## config.mk

```make
export PLATFORM = sky130hd
export DESIGN_NAME = ccs_core
export DESIGN_NICKNAME = d
export VERILOG_FILES = /design/src/logic/ccs_pkg.sv /design/src/logic/ccs_core.sv /design/src/logic/ccs_gp_file.sv
export SDC_FILE = /design/constraint.sdc
export NUM_CORES = 1
export LEC_CHECK = 0
export BUFFER_PORTS_ARGS = -buffer_cell sky130_fd_sc_hd__buf_4
export CAP_MARGIN = 20
export CORE_ASPECT_RATIO = 0.9
export CORE_MARGIN = 2
export CORE_UTILIZATION = 35
export CTS_CLUSTER_DIAMETER = 30
export DETAILED_ROUTE_END_ITERATION = 6
export GPL_TIMING_DRIVEN = 0
export HOLD_SLACK_MARGIN = 0.03
export SLEW_MARGIN = 5
export SYNTH_ARGS = -nofsm -noshare
export SYNTH_HDL_FRONTEND = slang
export SYNTH_SLANG_ARGS = --single-unit
```

## constraint.sdc

```tcl
create_clock -name mclk -period 2.8 [get_ports mclk]
set_input_delay 0.14 -clock mclk [delete_from_list [all_inputs] [get_ports mclk]]
set_output_delay 0.14 -clock mclk [all_outputs]
set_load 0.03 [all_outputs]
```

## src/logic/ccs_pkg.sv

```systemverilog
/*
 * Shared constants for the core sequencer and register file: widths,
 * data addresses, status bit positions and reset values.
 * Assumes nothing of its surroundings.
 */
package ccs_pkg;

   localparam int PC_W = 9;
   localparam int INSTR_W = 12;
   localparam int DATA_W = 8;
   localparam int FADDR_W = 5;
   localparam int GP_COUNT = 25;
   localparam int OPTION_W = 6;
   localparam int PORT_A_W = 4;

   // Data memory addresses
   localparam logic [4:0] ADDR_INDIRECT_ACCESS_PORT = 5'h00;
   localparam logic [4:0] ADDR_REALTIME_COUNTER = 5'h01;
   localparam logic [4:0] ADDR_PROGRAM_COUNTER_LOW = 5'h02;
   localparam logic [4:0] ADDR_CORE_FLAGS = 5'h03;
   localparam logic [4:0] ADDR_INDIRECT_POINTER = 5'h04;
   localparam logic [4:0] ADDR_PORT_A_PINS = 5'h05;
   localparam logic [4:0] ADDR_PORT_B_PINS = 5'h06;
   localparam logic [4:0] ADDR_GP_FIRST = 5'h07;

   // Status and pointer bit positions
   localparam int ST_PAGE_HIGH = 7;
   localparam int ST_PAGE_LOW = 5;
   localparam int ST_TIMEOUT = 4;
   localparam int ST_POWER_DOWN = 3;
   localparam int ST_ZERO = 2;
   localparam int ST_DIGIT_CARRY = 1;
   localparam int ST_CARRY = 0;
   localparam int PTR_TOP = 7;

   // Reset values
   localparam logic [8:0] RST_PROGRAM_COUNTER = 9'h1ff;
   localparam logic [2:0] RST_PAGE_SELECT = 3'h0;
   localparam logic [7:0] RST_PORT_DIRECTION = 8'hff;
   localparam logic [3:0] RST_PORT_A_DIRECTION = 4'hf;
   localparam logic [5:0] RST_TIMER_PRESCALER = 6'h3f;
   localparam logic RST_PTR_TOP = 1'b1;

   typedef enum logic [1:0] {
      PH_ONE,
      PH_TWO,
      PH_THREE,
      PH_FOUR
   } ccs_phase_e;

endpackage

```

## src/logic/ccs_core.sv

```systemverilog
/*
 * Core sequencer and register file front end: four phase generator,
 * fetch/execute pipeline, program counter and data register file.
 * Assumes a combinational program ROM, and an execution unit on mclk
 * holding the exec_* inputs through each cycle with instr_valid high.
 */
`timescale 1ns/1ps
module ccs_core
   import ccs_pkg::*;
(
   input wire logic mclk,
   input wire logic rst,
   output logic phase_one,
   output logic phase_two,
   output logic phase_three,
   output logic phase_four,
   output logic [ccs_pkg::PC_W-1:0] rom_addr,
   input wire logic [ccs_pkg::INSTR_W-1:0] rom_data,
   output logic [ccs_pkg::INSTR_W-1:0] instr,
   output logic instr_valid,
   input wire logic [ccs_pkg::FADDR_W-1:0] exec_src_addr,
   output logic [ccs_pkg::DATA_W-1:0] exec_src_data,
   input wire logic exec_wr_en,
   input wire logic [ccs_pkg::FADDR_W-1:0] exec_dst_addr,
   input wire logic [ccs_pkg::DATA_W-1:0] exec_wr_data,
   input wire logic [2:0] exec_flag_mask,
   input wire logic [2:0] exec_flag_value,
   input wire logic exec_branch,
   input wire logic exec_call,
   input wire logic [ccs_pkg::PC_W-1:0] exec_branch_target,
   input wire logic exec_option_wr,
   input wire logic exec_dir_wr,
   input wire logic exec_dir_sel,
   input wire logic reset_flag_load,
   input wire logic timeout_flag_in,
   input wire logic power_down_flag_in,
   output logic [ccs_pkg::OPTION_W-1:0] timer_prescaler_config,
   output logic [2:0] page_select,
   input wire logic [ccs_pkg::PORT_A_W-1:0] first_port_in,
   output logic [ccs_pkg::PORT_A_W-1:0] first_port_out,
   output logic [ccs_pkg::PORT_A_W-1:0] first_port_oe_n,
   input wire logic [ccs_pkg::DATA_W-1:0] second_port_in,
   output logic [ccs_pkg::DATA_W-1:0] second_port_out,
   output logic [ccs_pkg::DATA_W-1:0] second_port_oe_n
);

   ccs_phase_e phase;
   logic [PC_W-1:0] program_address_counter;
   logic [INSTR_W-1:0] instruction_holding_register;
   logic prefetch_valid;
   logic [DATA_W-1:0] realtime_counter;
   logic [DATA_W-1:0] core_flags;
   logic [DATA_W-1:0] indirect_pointer;
   logic [PORT_A_W-1:0] first_port_latch;
   logic [DATA_W-1:0] second_port_latch;
   logic [PORT_A_W-1:0] first_port_dir;
   logic [DATA_W-1:0] second_port_dir;
   logic [PORT_A_W-1:0] first_port_meta;
   logic [PORT_A_W-1:0] first_port_sync;
   logic [DATA_W-1:0] second_port_meta;
   logic [DATA_W-1:0] second_port_sync;
   logic [FADDR_W-1:0] src_eff;
   logic [FADDR_W-1:0] dst_eff;
   logic [DATA_W-1:0] gp_rd_data;
   logic [DATA_W-1:0] next_src_data;
   logic do_write;
   logic wr_counter_low;
   logic wr_flags;
   logic redirect;
   logic [PC_W-1:0] next_target;
   logic [2:0] next_arith;

   assign phase_one = (phase == PH_ONE);
   assign phase_two = (phase == PH_TWO);
   assign phase_three = (phase == PH_THREE);
   assign phase_four = (phase == PH_FOUR);
   assign instr = instruction_holding_register;
   assign instr_valid = prefetch_valid;

   // Phase sequencer, one clock per phase
   always_ff @(posedge mclk)
   begin
      if (rst)
      begin
         phase <= PH_ONE;
      end
      else
      begin
         case (phase)
            PH_ONE: phase <= PH_TWO;
            PH_TWO: phase <= PH_THREE;
            PH_THREE: phase <= PH_FOUR;
            PH_FOUR: phase <= PH_ONE;
            default: phase <= PH_ONE;
         endcase
      end
   end

   // Address 00h redirects through the pointer
   assign src_eff = (exec_src_addr == ADDR_INDIRECT_ACCESS_PORT) ?
      indirect_pointer[FADDR_W-1:0] : exec_src_addr;
   assign dst_eff = (exec_dst_addr == ADDR_INDIRECT_ACCESS_PORT) ?
      indirect_pointer[FADDR_W-1:0] : exec_dst_addr;

   // Writes land only at the end of phase four of a valid instruction
   assign do_write = phase_four && prefetch_valid && exec_wr_en;
   assign wr_counter_low = do_write &&
      (dst_eff == ADDR_PROGRAM_COUNTER_LOW);
   assign wr_flags = do_write && (dst_eff == ADDR_CORE_FLAGS);
   assign redirect = phase_four && prefetch_valid &&
      (exec_branch || wr_counter_low);

   always_comb
   begin
      next_target = exec_branch_target;
      if (wr_counter_low)
      begin
         next_target = {1'b0, exec_wr_data};
      end
      else if (exec_call)
      begin
         next_target = {1'b0, exec_branch_target[DATA_W-1:0]};
      end
   end

   // Counter: 9-bit wrap gives 1FFh -> 000h after the reset vector
   always_ff @(posedge mclk)
   begin
      if (rst)
      begin
         program_address_counter <= RST_PROGRAM_COUNTER;
         rom_addr <= RST_PROGRAM_COUNTER;
      end
      else if (phase_one)
      begin
         rom_addr <= program_address_counter;
         program_address_counter <=
            program_address_counter + 9'h001;
      end
      else if (redirect)
      begin
         program_address_counter <= next_target;
      end
   end

   // Prefetch latch; a redirect discards the word arriving with it
   always_ff @(posedge mclk)
   begin
      if (rst)
      begin
         instruction_holding_register <= 12'h000;
         prefetch_valid <= 1'b0;
      end
      else if (phase_four)
      begin
         instruction_holding_register <= rom_data;
         prefetch_valid <= !redirect;
      end
   end

   ccs_gp_file u_gp_file (
      .mclk(mclk),
      .wr_en(do_write),
      .wr_addr(dst_eff),
      .wr_data(exec_wr_data),
      .rd_addr(src_eff),
      .rd_data(gp_rd_data)
   );

   // Read mux; pointer at 00h itself reads zero
   always_comb
   begin
      case (src_eff)
         ADDR_INDIRECT_ACCESS_PORT: next_src_data = 8'h00;
         ADDR_REALTIME_COUNTER: next_src_data = realtime_counter;
         ADDR_PROGRAM_COUNTER_LOW:
            next_src_data = program_address_counter[DATA_W-1:0];
         ADDR_CORE_FLAGS: next_src_data = core_flags;
         ADDR_INDIRECT_POINTER: next_src_data = indirect_pointer;
         ADDR_PORT_A_PINS:
            next_src_data = {4'h0, first_port_sync};
         ADDR_PORT_B_PINS: next_src_data = second_port_sync;
         default: next_src_data = gp_rd_data;
      endcase
   end

   always_ff @(posedge mclk)
   begin
      if (rst)
      begin
         exec_src_data <= 8'h00;
      end
      else if (phase_two)
      begin
         exec_src_data <= next_src_data;
      end
   end

   // Timer value held here only; counting lives elsewhere
   always_ff @(posedge mclk)
   begin
      if (do_write && dst_eff == ADDR_REALTIME_COUNTER)
      begin
         realtime_counter <= exec_wr_data;
      end
   end

   // Pointer: low bits survive resets, top bit forced
   always_ff @(posedge mclk)
   begin
      if (rst)
      begin
         indirect_pointer[PTR_TOP] <= RST_PTR_TOP;
      end
      else if (do_write && dst_eff == ADDR_INDIRECT_POINTER)
      begin
         indirect_pointer <= exec_wr_data;
      end
   end

   // Status: one process owns every bit, so no split drivers
   always_ff @(posedge mclk)
   begin
      if (rst)
      begin
         core_flags[ST_PAGE_HIGH:ST_PAGE_LOW] <= RST_PAGE_SELECT;
      end
      else if (wr_flags)
      begin
         core_flags[ST_PAGE_HIGH:ST_PAGE_LOW] <=
            exec_wr_data[ST_PAGE_HIGH:ST_PAGE_LOW];
      end
      // Only the reset and low-power logic reach these
      if (reset_flag_load)
      begin
         core_flags[ST_TIMEOUT] <= timeout_flag_in;
         core_flags[ST_POWER_DOWN] <= power_down_flag_in;
      end
      core_flags[ST_ZERO:ST_CARRY] <= next_arith;
   end

   // Arithmetic flags: operation result beats written data
   genvar fi;
   generate
      for (fi = 0; fi < 3; fi++)
      begin : g_flag
         assign next_arith[fi] =
            (phase_four && prefetch_valid && exec_flag_mask[fi]) ?
            exec_flag_value[fi] :
            (wr_flags && exec_flag_mask == 3'h0) ?
            exec_wr_data[fi] : core_flags[fi];
      end
   endgenerate

   assign page_select = core_flags[ST_PAGE_HIGH:ST_PAGE_LOW];

   always_ff @(posedge mclk)
   begin
      if (rst)
      begin
         timer_prescaler_config <= RST_TIMER_PRESCALER;
      end
      else if (phase_four && prefetch_valid && exec_option_wr)
      begin
         timer_prescaler_config <= exec_wr_data[OPTION_W-1:0];
      end
   end

   always_ff @(posedge mclk)
   begin
      if (rst)
      begin
         first_port_dir <= RST_PORT_A_DIRECTION;
         second_port_dir <= RST_PORT_DIRECTION;
      end
      else if (phase_four && prefetch_valid && exec_dir_wr)
      begin
         if (exec_dir_sel)
         begin
            second_port_dir <= exec_wr_data;
         end
         else
         begin
            first_port_dir <= exec_wr_data[PORT_A_W-1:0];
         end
      end
   end

   // Output latches keep their value over resets
   always_ff @(posedge mclk)
   begin
      if (do_write && dst_eff == ADDR_PORT_A_PINS)
      begin
         first_port_latch <= exec_wr_data[PORT_A_W-1:0];
      end
      if (do_write && dst_eff == ADDR_PORT_B_PINS)
      begin
         second_port_latch <= exec_wr_data;
      end
   end

   // Pin inputs cross in through two flops
   always_ff @(posedge mclk)
   begin
      first_port_meta <= first_port_in;
      first_port_sync <= first_port_meta;
      second_port_meta <= second_port_in;
      second_port_sync <= second_port_meta;
   end

   assign first_port_out = first_port_latch;
   assign second_port_out = second_port_latch;
   assign first_port_oe_n = first_port_dir;
   assign second_port_oe_n = second_port_dir;

endmodule

```

## src/logic/ccs_gp_file.sv

```systemverilog
/*
 * General purpose byte registers at data addresses 07h to 1Fh.
 * Writes to addresses below that range are ignored, and reads
 * of those addresses return zero.
 */
`timescale 1ns/1ps
module ccs_gp_file
   import ccs_pkg::*;
(
   input wire logic mclk,
   input wire logic wr_en,
   input wire logic [ccs_pkg::FADDR_W-1:0] wr_addr,
   input wire logic [ccs_pkg::DATA_W-1:0] wr_data,
   input wire logic [ccs_pkg::FADDR_W-1:0] rd_addr,
   output logic [ccs_pkg::DATA_W-1:0] rd_data
);

   // No reset: contents are unknown at power-on, kept over other resets
   logic [DATA_W-1:0] mem [0:GP_COUNT-1];
   logic [FADDR_W-1:0] wr_index;
   logic [FADDR_W-1:0] rd_index;

   assign wr_index = wr_addr - ADDR_GP_FIRST;
   assign rd_index = rd_addr - ADDR_GP_FIRST;

   always_ff @(posedge mclk)
   begin
      if (wr_en && wr_addr >= ADDR_GP_FIRST)
      begin
         mem[wr_index] <= wr_data;
      end
   end

   always_comb
   begin
      rd_data = 8'h00;
      if (rd_addr >= ADDR_GP_FIRST)
      begin
         rd_data = mem[rd_index];
      end
   end

endmodule

```

# --- Yosys cells after proc, flatten, opt, wreduce, memory -nomap -nowiden ---
# Memory sizes are Yosys's and may differ from the RTL's.
# Cells that the tools add are included.
op_classes:
  order_cmp: 2
  muxes: 17
  bitwise: 2
  n_addsub: 3
  reduce_logical: 30
  eq_ne: 15
op_table:
  columns: ["op", "n"]
  rows:
  - ["$pmux 8 s7", 1]
  - ["$mux 9", 4]
  - ["$eq 5x3->1 const B", 6]
  - ["$eq 5x2->1 const B", 4]
  - ["$logic_and 1x1->1", 16]
  - ["$logic_not 5->1", 3]
  - ["$eq 5x1->1 const B", 2]
  - ["$ge 5x3->1 const B", 2]
  - ["$mux 5", 2]
  - ["$sub 5x3->5 const B", 2]
  - ["$add 9x1->9 const B", 1]
  - ["$mux 1", 8]
  - ["$mux 8", 1]
  - ["$pmux 2 s4", 1]
  - ["$reduce_bool 2->1", 4]
  - ["$reduce_and 2->1", 3]
  - ["$eq 2x2->1 const B", 2]
  - ["$logic_not 3->1", 1]
  - ["$eq 2x1->1 const B", 1]
  - ["$logic_not 2->1", 1]
  - ["$not 1->1", 2]
  - ["$logic_not 1->1", 1]
  - ["$logic_or 1x1->1", 1]
totals:
  mem_count: 1
  register_bits: 119
  output_inout_bits: 67
  ram_bits: 200
memory_table:
  columns: ["memory", "words", "word_bits", "rd", "rd_ports_with_merged_regs", "wr", "line", "source"]
  rows:
  - ["u_gp_file.mem", 25, 8, 1, 0, 1, "ccs_gp_file.sv:19", "logic [DATA_W-1:0] mem [0:GP_COUNT-1];"]

# --- Longest topological paths before layout ---
logic_depth:
  word_depth: 8
  depth_mapped: 12
  depth_no_buf: 8

# --- By module ---
# Synthesis repeated with hierarchy kept, for this count alone.
hier_totals:
  hier_cells: 854
  area_unflattened_um2: 12906.1
by_module_without_submodules:
  columns: ["module", "cells_per_inst", "n_inst", "area_each_um2", "seq_area_each_um2"]
  rows:
  - ["ccs_gp_file", 366, 1, 7946.4, 6005.8]
  - ["ccs_core", 488, 1, 4959.8, 2702.6]

# --- Worst setup path before layout ---
# No wires, ideal clock.
synth_timing:
  kind: "reg-to-reg"
  start: "register phase[0]"
  end: "memory u_gp_file.mem[24][0] (enable)"
  required_ns: 2.405
  setup_time_ns: 0.395
  t_arrival_ns: 2.192
  path_stages_with_launch: 7
  path_slack_ns: 0.214
  path_buffers: 2
  cell_sequence: "dfxtp_1 ha_1 clkbuf_1 and2_0 clkbuf_1 nand2_1 nor4_1"
synth_via:
  elab_chain_cells: 6
synth_lines:
  columns: ["item", "line", "source"]
  rows:
  - ["start: declaration", "ccs_core.sv:47", "ccs_phase_e phase;"]
  - ["start signal: assignment", "ccs_core.sv:85", "phase <= PH_ONE;"]
  - ["start signal: assignment", "ccs_core.sv:90", "PH_ONE: phase <= PH_TWO;"]
  - ["start signal: assignment", "ccs_core.sv:91", "PH_TWO: phase <= PH_THREE;"]
  - ["$eq 2x2->1", "ccs_core.sv:76", "assign phase_four = (phase == PH_FOUR);"]
  - ["via phase_four", "ccs_core.sv:16", "output logic phase_four,"]
  - ["$logic_and 1x1->1 (2 in series)", "ccs_core.sv:106", "assign do_write = phase_four && prefetch_valid && exec_wr_en;"]
  - ["$logic_and 1x1->1", "ccs_gp_file.sv:28", "if (wr_en && wr_addr >= ADDR_GP_FIRST)"]
  - ["$mux 1", "ccs_gp_file.sv:28", null]
  - ["$mux 1 (implied by the code)", "ccs_gp_file.sv:30", "mem[wr_index] <= wr_data;"]
  - ["end: declaration", "ccs_gp_file.sv:19", null]
# The timed path passes the listed nets, and every way through them passes these cells.

# --- Worst setup path in the final report ---
layout_timing:
  start: "register indirect_pointer[1]"
  end: "register exec_src_data[3] (netlist name)"
layout_via:
  elab_chain_cells: 5
  elab_cells_between_ends: 13
  cone_classes: "1 x add/sub; 1 x order compare; 6 x eq/ne; 3 x mux; 1 x reduce/logical; 1 x memory"
layout_lines:
  columns: ["item", "line", "source"]
  rows:
  - ["start: declaration", "ccs_core.sv:53", "logic [DATA_W-1:0] indirect_pointer;"]
  - ["start signal: assignment", "ccs_core.sv:217", "indirect_pointer <= exec_wr_data;"]
  - ["$mux 5 *", "ccs_core.sv:100", "assign src_eff = (exec_src_addr == ADDR_INDIRECT_ACCESS_PORT) ?"]
  - ["$sub 5x3->5", "ccs_gp_file.sv:24", "assign rd_index = rd_addr - ADDR_GP_FIRST;"]
  - ["$mem_v2 25x8", null, null]
  - ["$mux 8", "ccs_gp_file.sv:37", "if (rd_addr >= ADDR_GP_FIRST)"]
  - ["$pmux 8 s7 *", "ccs_core.sv:173", "case (src_eff)"]
  - ["end signal: assignment", "ccs_core.sv:195", "exec_src_data <= next_src_data;"]
  - ["end: declaration", "ccs_core.sv:22", "output logic [ccs_pkg::DATA_W-1:0] exec_src_data,"]
# Mark *: on every way between the ends. The rest lies on a longest branch, timed or not.
# A chain may end at the register's enable or synchronous reset.

==> results.py <==
metrics = {
    "critical_path": {
        "worstSetupPathType": "reg -> reg",
        "required_ps": 3290,
        "worstPathArrival_ps": 3280,
        "crit_start": "indirect_pointer[1]$_DFFE_PP_",
        "path_cells": "nor4b_4 > a22oi_4 > or3_1 > buf_6 > and2_4 > buf_8 > a311oi_4 > a311oi_1 > a311o_1 > a311oi_2",
        "r2r_cells": 10,
        "r2r_end": "exec_src_data[3]$_SDFFE_PP0P_",
        "cp-end-kind": "register",
        "rrSetupSlack_ps": 20,
        "reg2reg_from": "indirect_pointer[1]$_DFFE_PP_",
        "critPathMaxFanout": 9,
        "startpoint_type": "register",
        "crit_path_end": "exec_src_data[3]$_SDFFE_PP0P_",
        "slowest_delay_ps": 450,
        "cp_slowest_cell": "edfxtp_1",
    },
    "logic_synthesis": {
        "ys_seq_area_share_pct": 66.9,
        "synth_edf_count": 232,
        "synth-seq-cells": 319,
        "netlist_area_um2": 13000,
        "synth.avg_cell_area_um2": 12.7,
        "ys_warn_count": 0,
        "synth_cell_types": 69,
        "syn_nets": 1097,
        "syn-instance-count": 1024,
        "ys.flop_type": "edfxtp_1",
        "async_reset_ff_share_pct": 0,
    },
    "pwr": {
        "seqPwrFrac_pct": 37.5,
        "internal_power_uw": 10500,
        "powerDensity_nw_per_um2": 810,
        "leakage_uw": 0.00657,
        "power.switching_uw": 4050,
        "swShare_pct": 27.9,
        "ir_drop_mv": 0.532,
        "p_comb_share_pct": 13.8,
        "power_frac_clock_pct": 48.7,
        "total_power_uw": 14500,
    },
    "clock_tree": {
        "cts.path.max_buffers": 3,
        "cts.sinks": 319,
        "cts_tree": "built",
        "clk_latency_ps": 590,
        "path_clk_slew_ps": 60,
        "cts-root-buf": "clkbuf_16",
        "cts_buffers": 58,
        "htreeDepth": 2,
    },
    "timing": {
        "tightest_slew_ps": 1100,
        "skew_ps": 25.4,
        "grt_setup_unrepaired": "true",
        "setup_total_negative_slack_ps": 0,
        "slew_headroom_pct": 26.1,
        "slew_violations": 0,
        "fin_hold_ws_ps": 49.5,
        "hold_viol_final": 0,
        "post-route-period-util_pct": 99.4,
        "period_minus_slack_ps": 2780,
        "fmax_mhz": 359,
        "setup-violations-final": 0,
    },
    "grt": {
        "grt_antenna_before_repair": 2,
        "gr-usage-all-layers_pct": 21.2,
        "grt_pass1_vias": 9893,
        "grt_max_degree": 35,
        "overflow": 0,
        "grt_pass1_wl_mm": 61.8,
    },
    "die": {
        "die_h_um": 187,
        "dieArea_um2": 38800,
        "rows": 67,
        "initial_utilization_pct": 35.2,
        "fp.dieW_um": 207,
        "core_area_um2": 37000,
        "ioPinCount": 135,
    },
    "outcome": {
        "status": "completed",
    },
    "final_layout": {
        "layout_common_cells": "edfxtp_1 (232), buf_4 (159), nand2_1 (147), dfxtp_1 (87), nor2_1 (71)",
        "nets": 1361,
        "nFillCells": 3148,
        "drive_above_1_share_pct": 29.4,
        "syn_to_final_growth_pct": 37.6,
        "regArea_um2": 8710,
        "final_common_cell": "edfxtp_1",
        "multi_input_area_um2": 4380,
    },
    "place": {
        "place_congestion": 0.907,
        "port_buffers": 132,
        "hpwl_mm": 26.6,
    },
    "drt": {
        "drcViolationCount": 0,
        "wl_mm": 41.9,
        "dr.first_iter.drc_count": 1132,
        "postRouteAntennaNets": 0,
        "vias": 9863,
        "vias_per_cell": 5.41,
        "dr.pass1.iters": 5,
        "routedWlPerCell_um": 23.0,
    },
    "min_path": {
        "min_path_cells": 1,
        "hold_class": "in -> reg",
    },
    "job": {
        "maxCapViolCount": 0,
    },
}
cell families after synthesis:
logic type	count (synthesis)	synth area share (%)
buffers and inverters	67	2.37
and+or+nand+nor	376	13.2
muxes	76	6.75
adders and majority gates	5	0.480
xor gates and xnor gates	8	0.682
AOI/OAI and AO/OA	173	9.67
DFF	319	66.9
critical path, delay by kind of cell (launching register included):
kind            cells  cell delay [ps]
compound gates      5             1080
simple gates        3              860
flops               1              450
buf+inv             2              290
repair_timing:
action / in CTS / in global routing
resized for setup: 89 / 34
endpoints found under the hold margin: 51 / 0
hold buffers: 39 / 0
setup buffers: 20 / 13
endpoints found under the setup margin: 205 / 171
pin swaps: 13 / 9
synthesized netlist by cell type, drive strengths merged, types with 3 or more instances:
| library cell | count | share of area, % |
|---|---|---|
| o211ai | 6 | 0.35 |
| a31o | 4 | 0.27 |
| and2 | 9 | 0.45 |
| nor3b | 3 | 0.21 |
| buf | 27 | 1.2 |
| inv | 9 | 0.26 |
| clkbuf | 31 | 0.89 |
| o21ai | 23 | 0.88 |
| o22ai | 6 | 0.29 |
| xnor2 | 5 | 0.48 |
| and3 | 16 | 0.77 |
| o31ai | 3 | 0.17 |
| a31oi | 11 | 0.53 |
| a311oi | 8 | 0.63 |
| o21bai | 3 | 0.17 |
| a21oi | 33 | 1.3 |
| nor3 | 12 | 0.50 |
| mux2 | 5 | 0.43 |
| a22oi | 9 | 0.62 |
| ha | 5 | 0.48 |
| nor4 | 6 | 0.29 |
| a211o | 26 | 1.7 |
| dfxtp | 87 | 13 |
| nand3 | 39 | 1.5 |
| edfxtp | 232 | 53 |
| o221ai | 3 | 0.20 |
| nor2 | 101 | 2.9 |
| mux2i | 62 | 4.8 |
| a222oi | 4 | 0.31 |
| nand4 | 8 | 0.38 |
| nand2 | 148 | 4.3 |
| a221oi | 3 | 0.20 |
| nand3b | 11 | 0.63 |
| nor2b | 10 | 0.48 |
| nand2b | 5 | 0.24 |
| xor2 | 3 | 0.20 |
| mux4 | 9 | 1.6 |
| or3 | 4 | 0.19 |
| a211oi | 11 | 0.63 |
worst min path at each step:
stage / start / slack [ps] / endpoint
6_report: exec_wr_data[6] / 50 / second_port_out[6]$_DFFE_PP_
5_1_grt: exec_wr_data[2] / 40 / second_port_out[2]$_DFFE_PP_
4_1_cts: exec_wr_data[2] / 30 / second_port_out[2]$_DFFE_PP_
3_5_place_dp: first_port_in[1] / 250 / first_port_meta[1]$_DFF_P_
3_3_place_gp: second_port_in[1] / 250 / second_port_meta[1]$_DFF_P_
2_1_floorplan: first_port_in[0] / 170 / first_port_meta[0]$_DFF_P_
area by class of cell:
cell class / instances / area share (%)
timing repair buffer: 205 / 10.2
buffer: 57 / 1.89
multi-input combinational: 638 / 24.4
clock inverter: 41 / 2.70
tap: 483 / 3.37
sequential: 319 / 48.6
inverter: 9 / 0.189
clock buffer: 69 / 8.62
antenna: 1 / 0.0140
metal layers:
| layer | wire length (µm) | global-route usage [%] |
|---|---|---|
| met4 | 1220 | 7.53 |
| met1 | 17900 | 28.4 |
| met2 | 19000 | 32.9 |
| met5 | 0 | 0 |
| met3 | 3890 | 5.88 |
metrics by stage:
stage	setup slack [ps]	instance area (µm²)	std cells	util [%]
4_1_cts	19.4	17600	1809	47.7
3_5_place_dp	-617	14600	1640	39.6
6_report	16.8	17900	1822	48.5
3_3_place_gp	-590	14600	1639	39.5
2_1_floorplan	214	13000	1024	-
5_1_grt	-38.4	17900	1822	48.5
power by group through the flow:
stage	registers [µW]	clock network, µW	logic [µW]
after global placement	5520	0	1830
after global routing	5460	7360	2140
after detailed placement	5520	0	1840
final	5440	7070	2010
after CTS	5430	7120	1950
after floorplan	5680	0	951
flip-flops by register name, summed over array words and instances (netlist names), 9 cells and up:
| register | cells |
|---|---|
| instr | 12 |
| rom_addr | 9 |
| u_gp_file.mem | 200 |
| program_address_counter | 9 |
(Power assumes the default switching activity.)
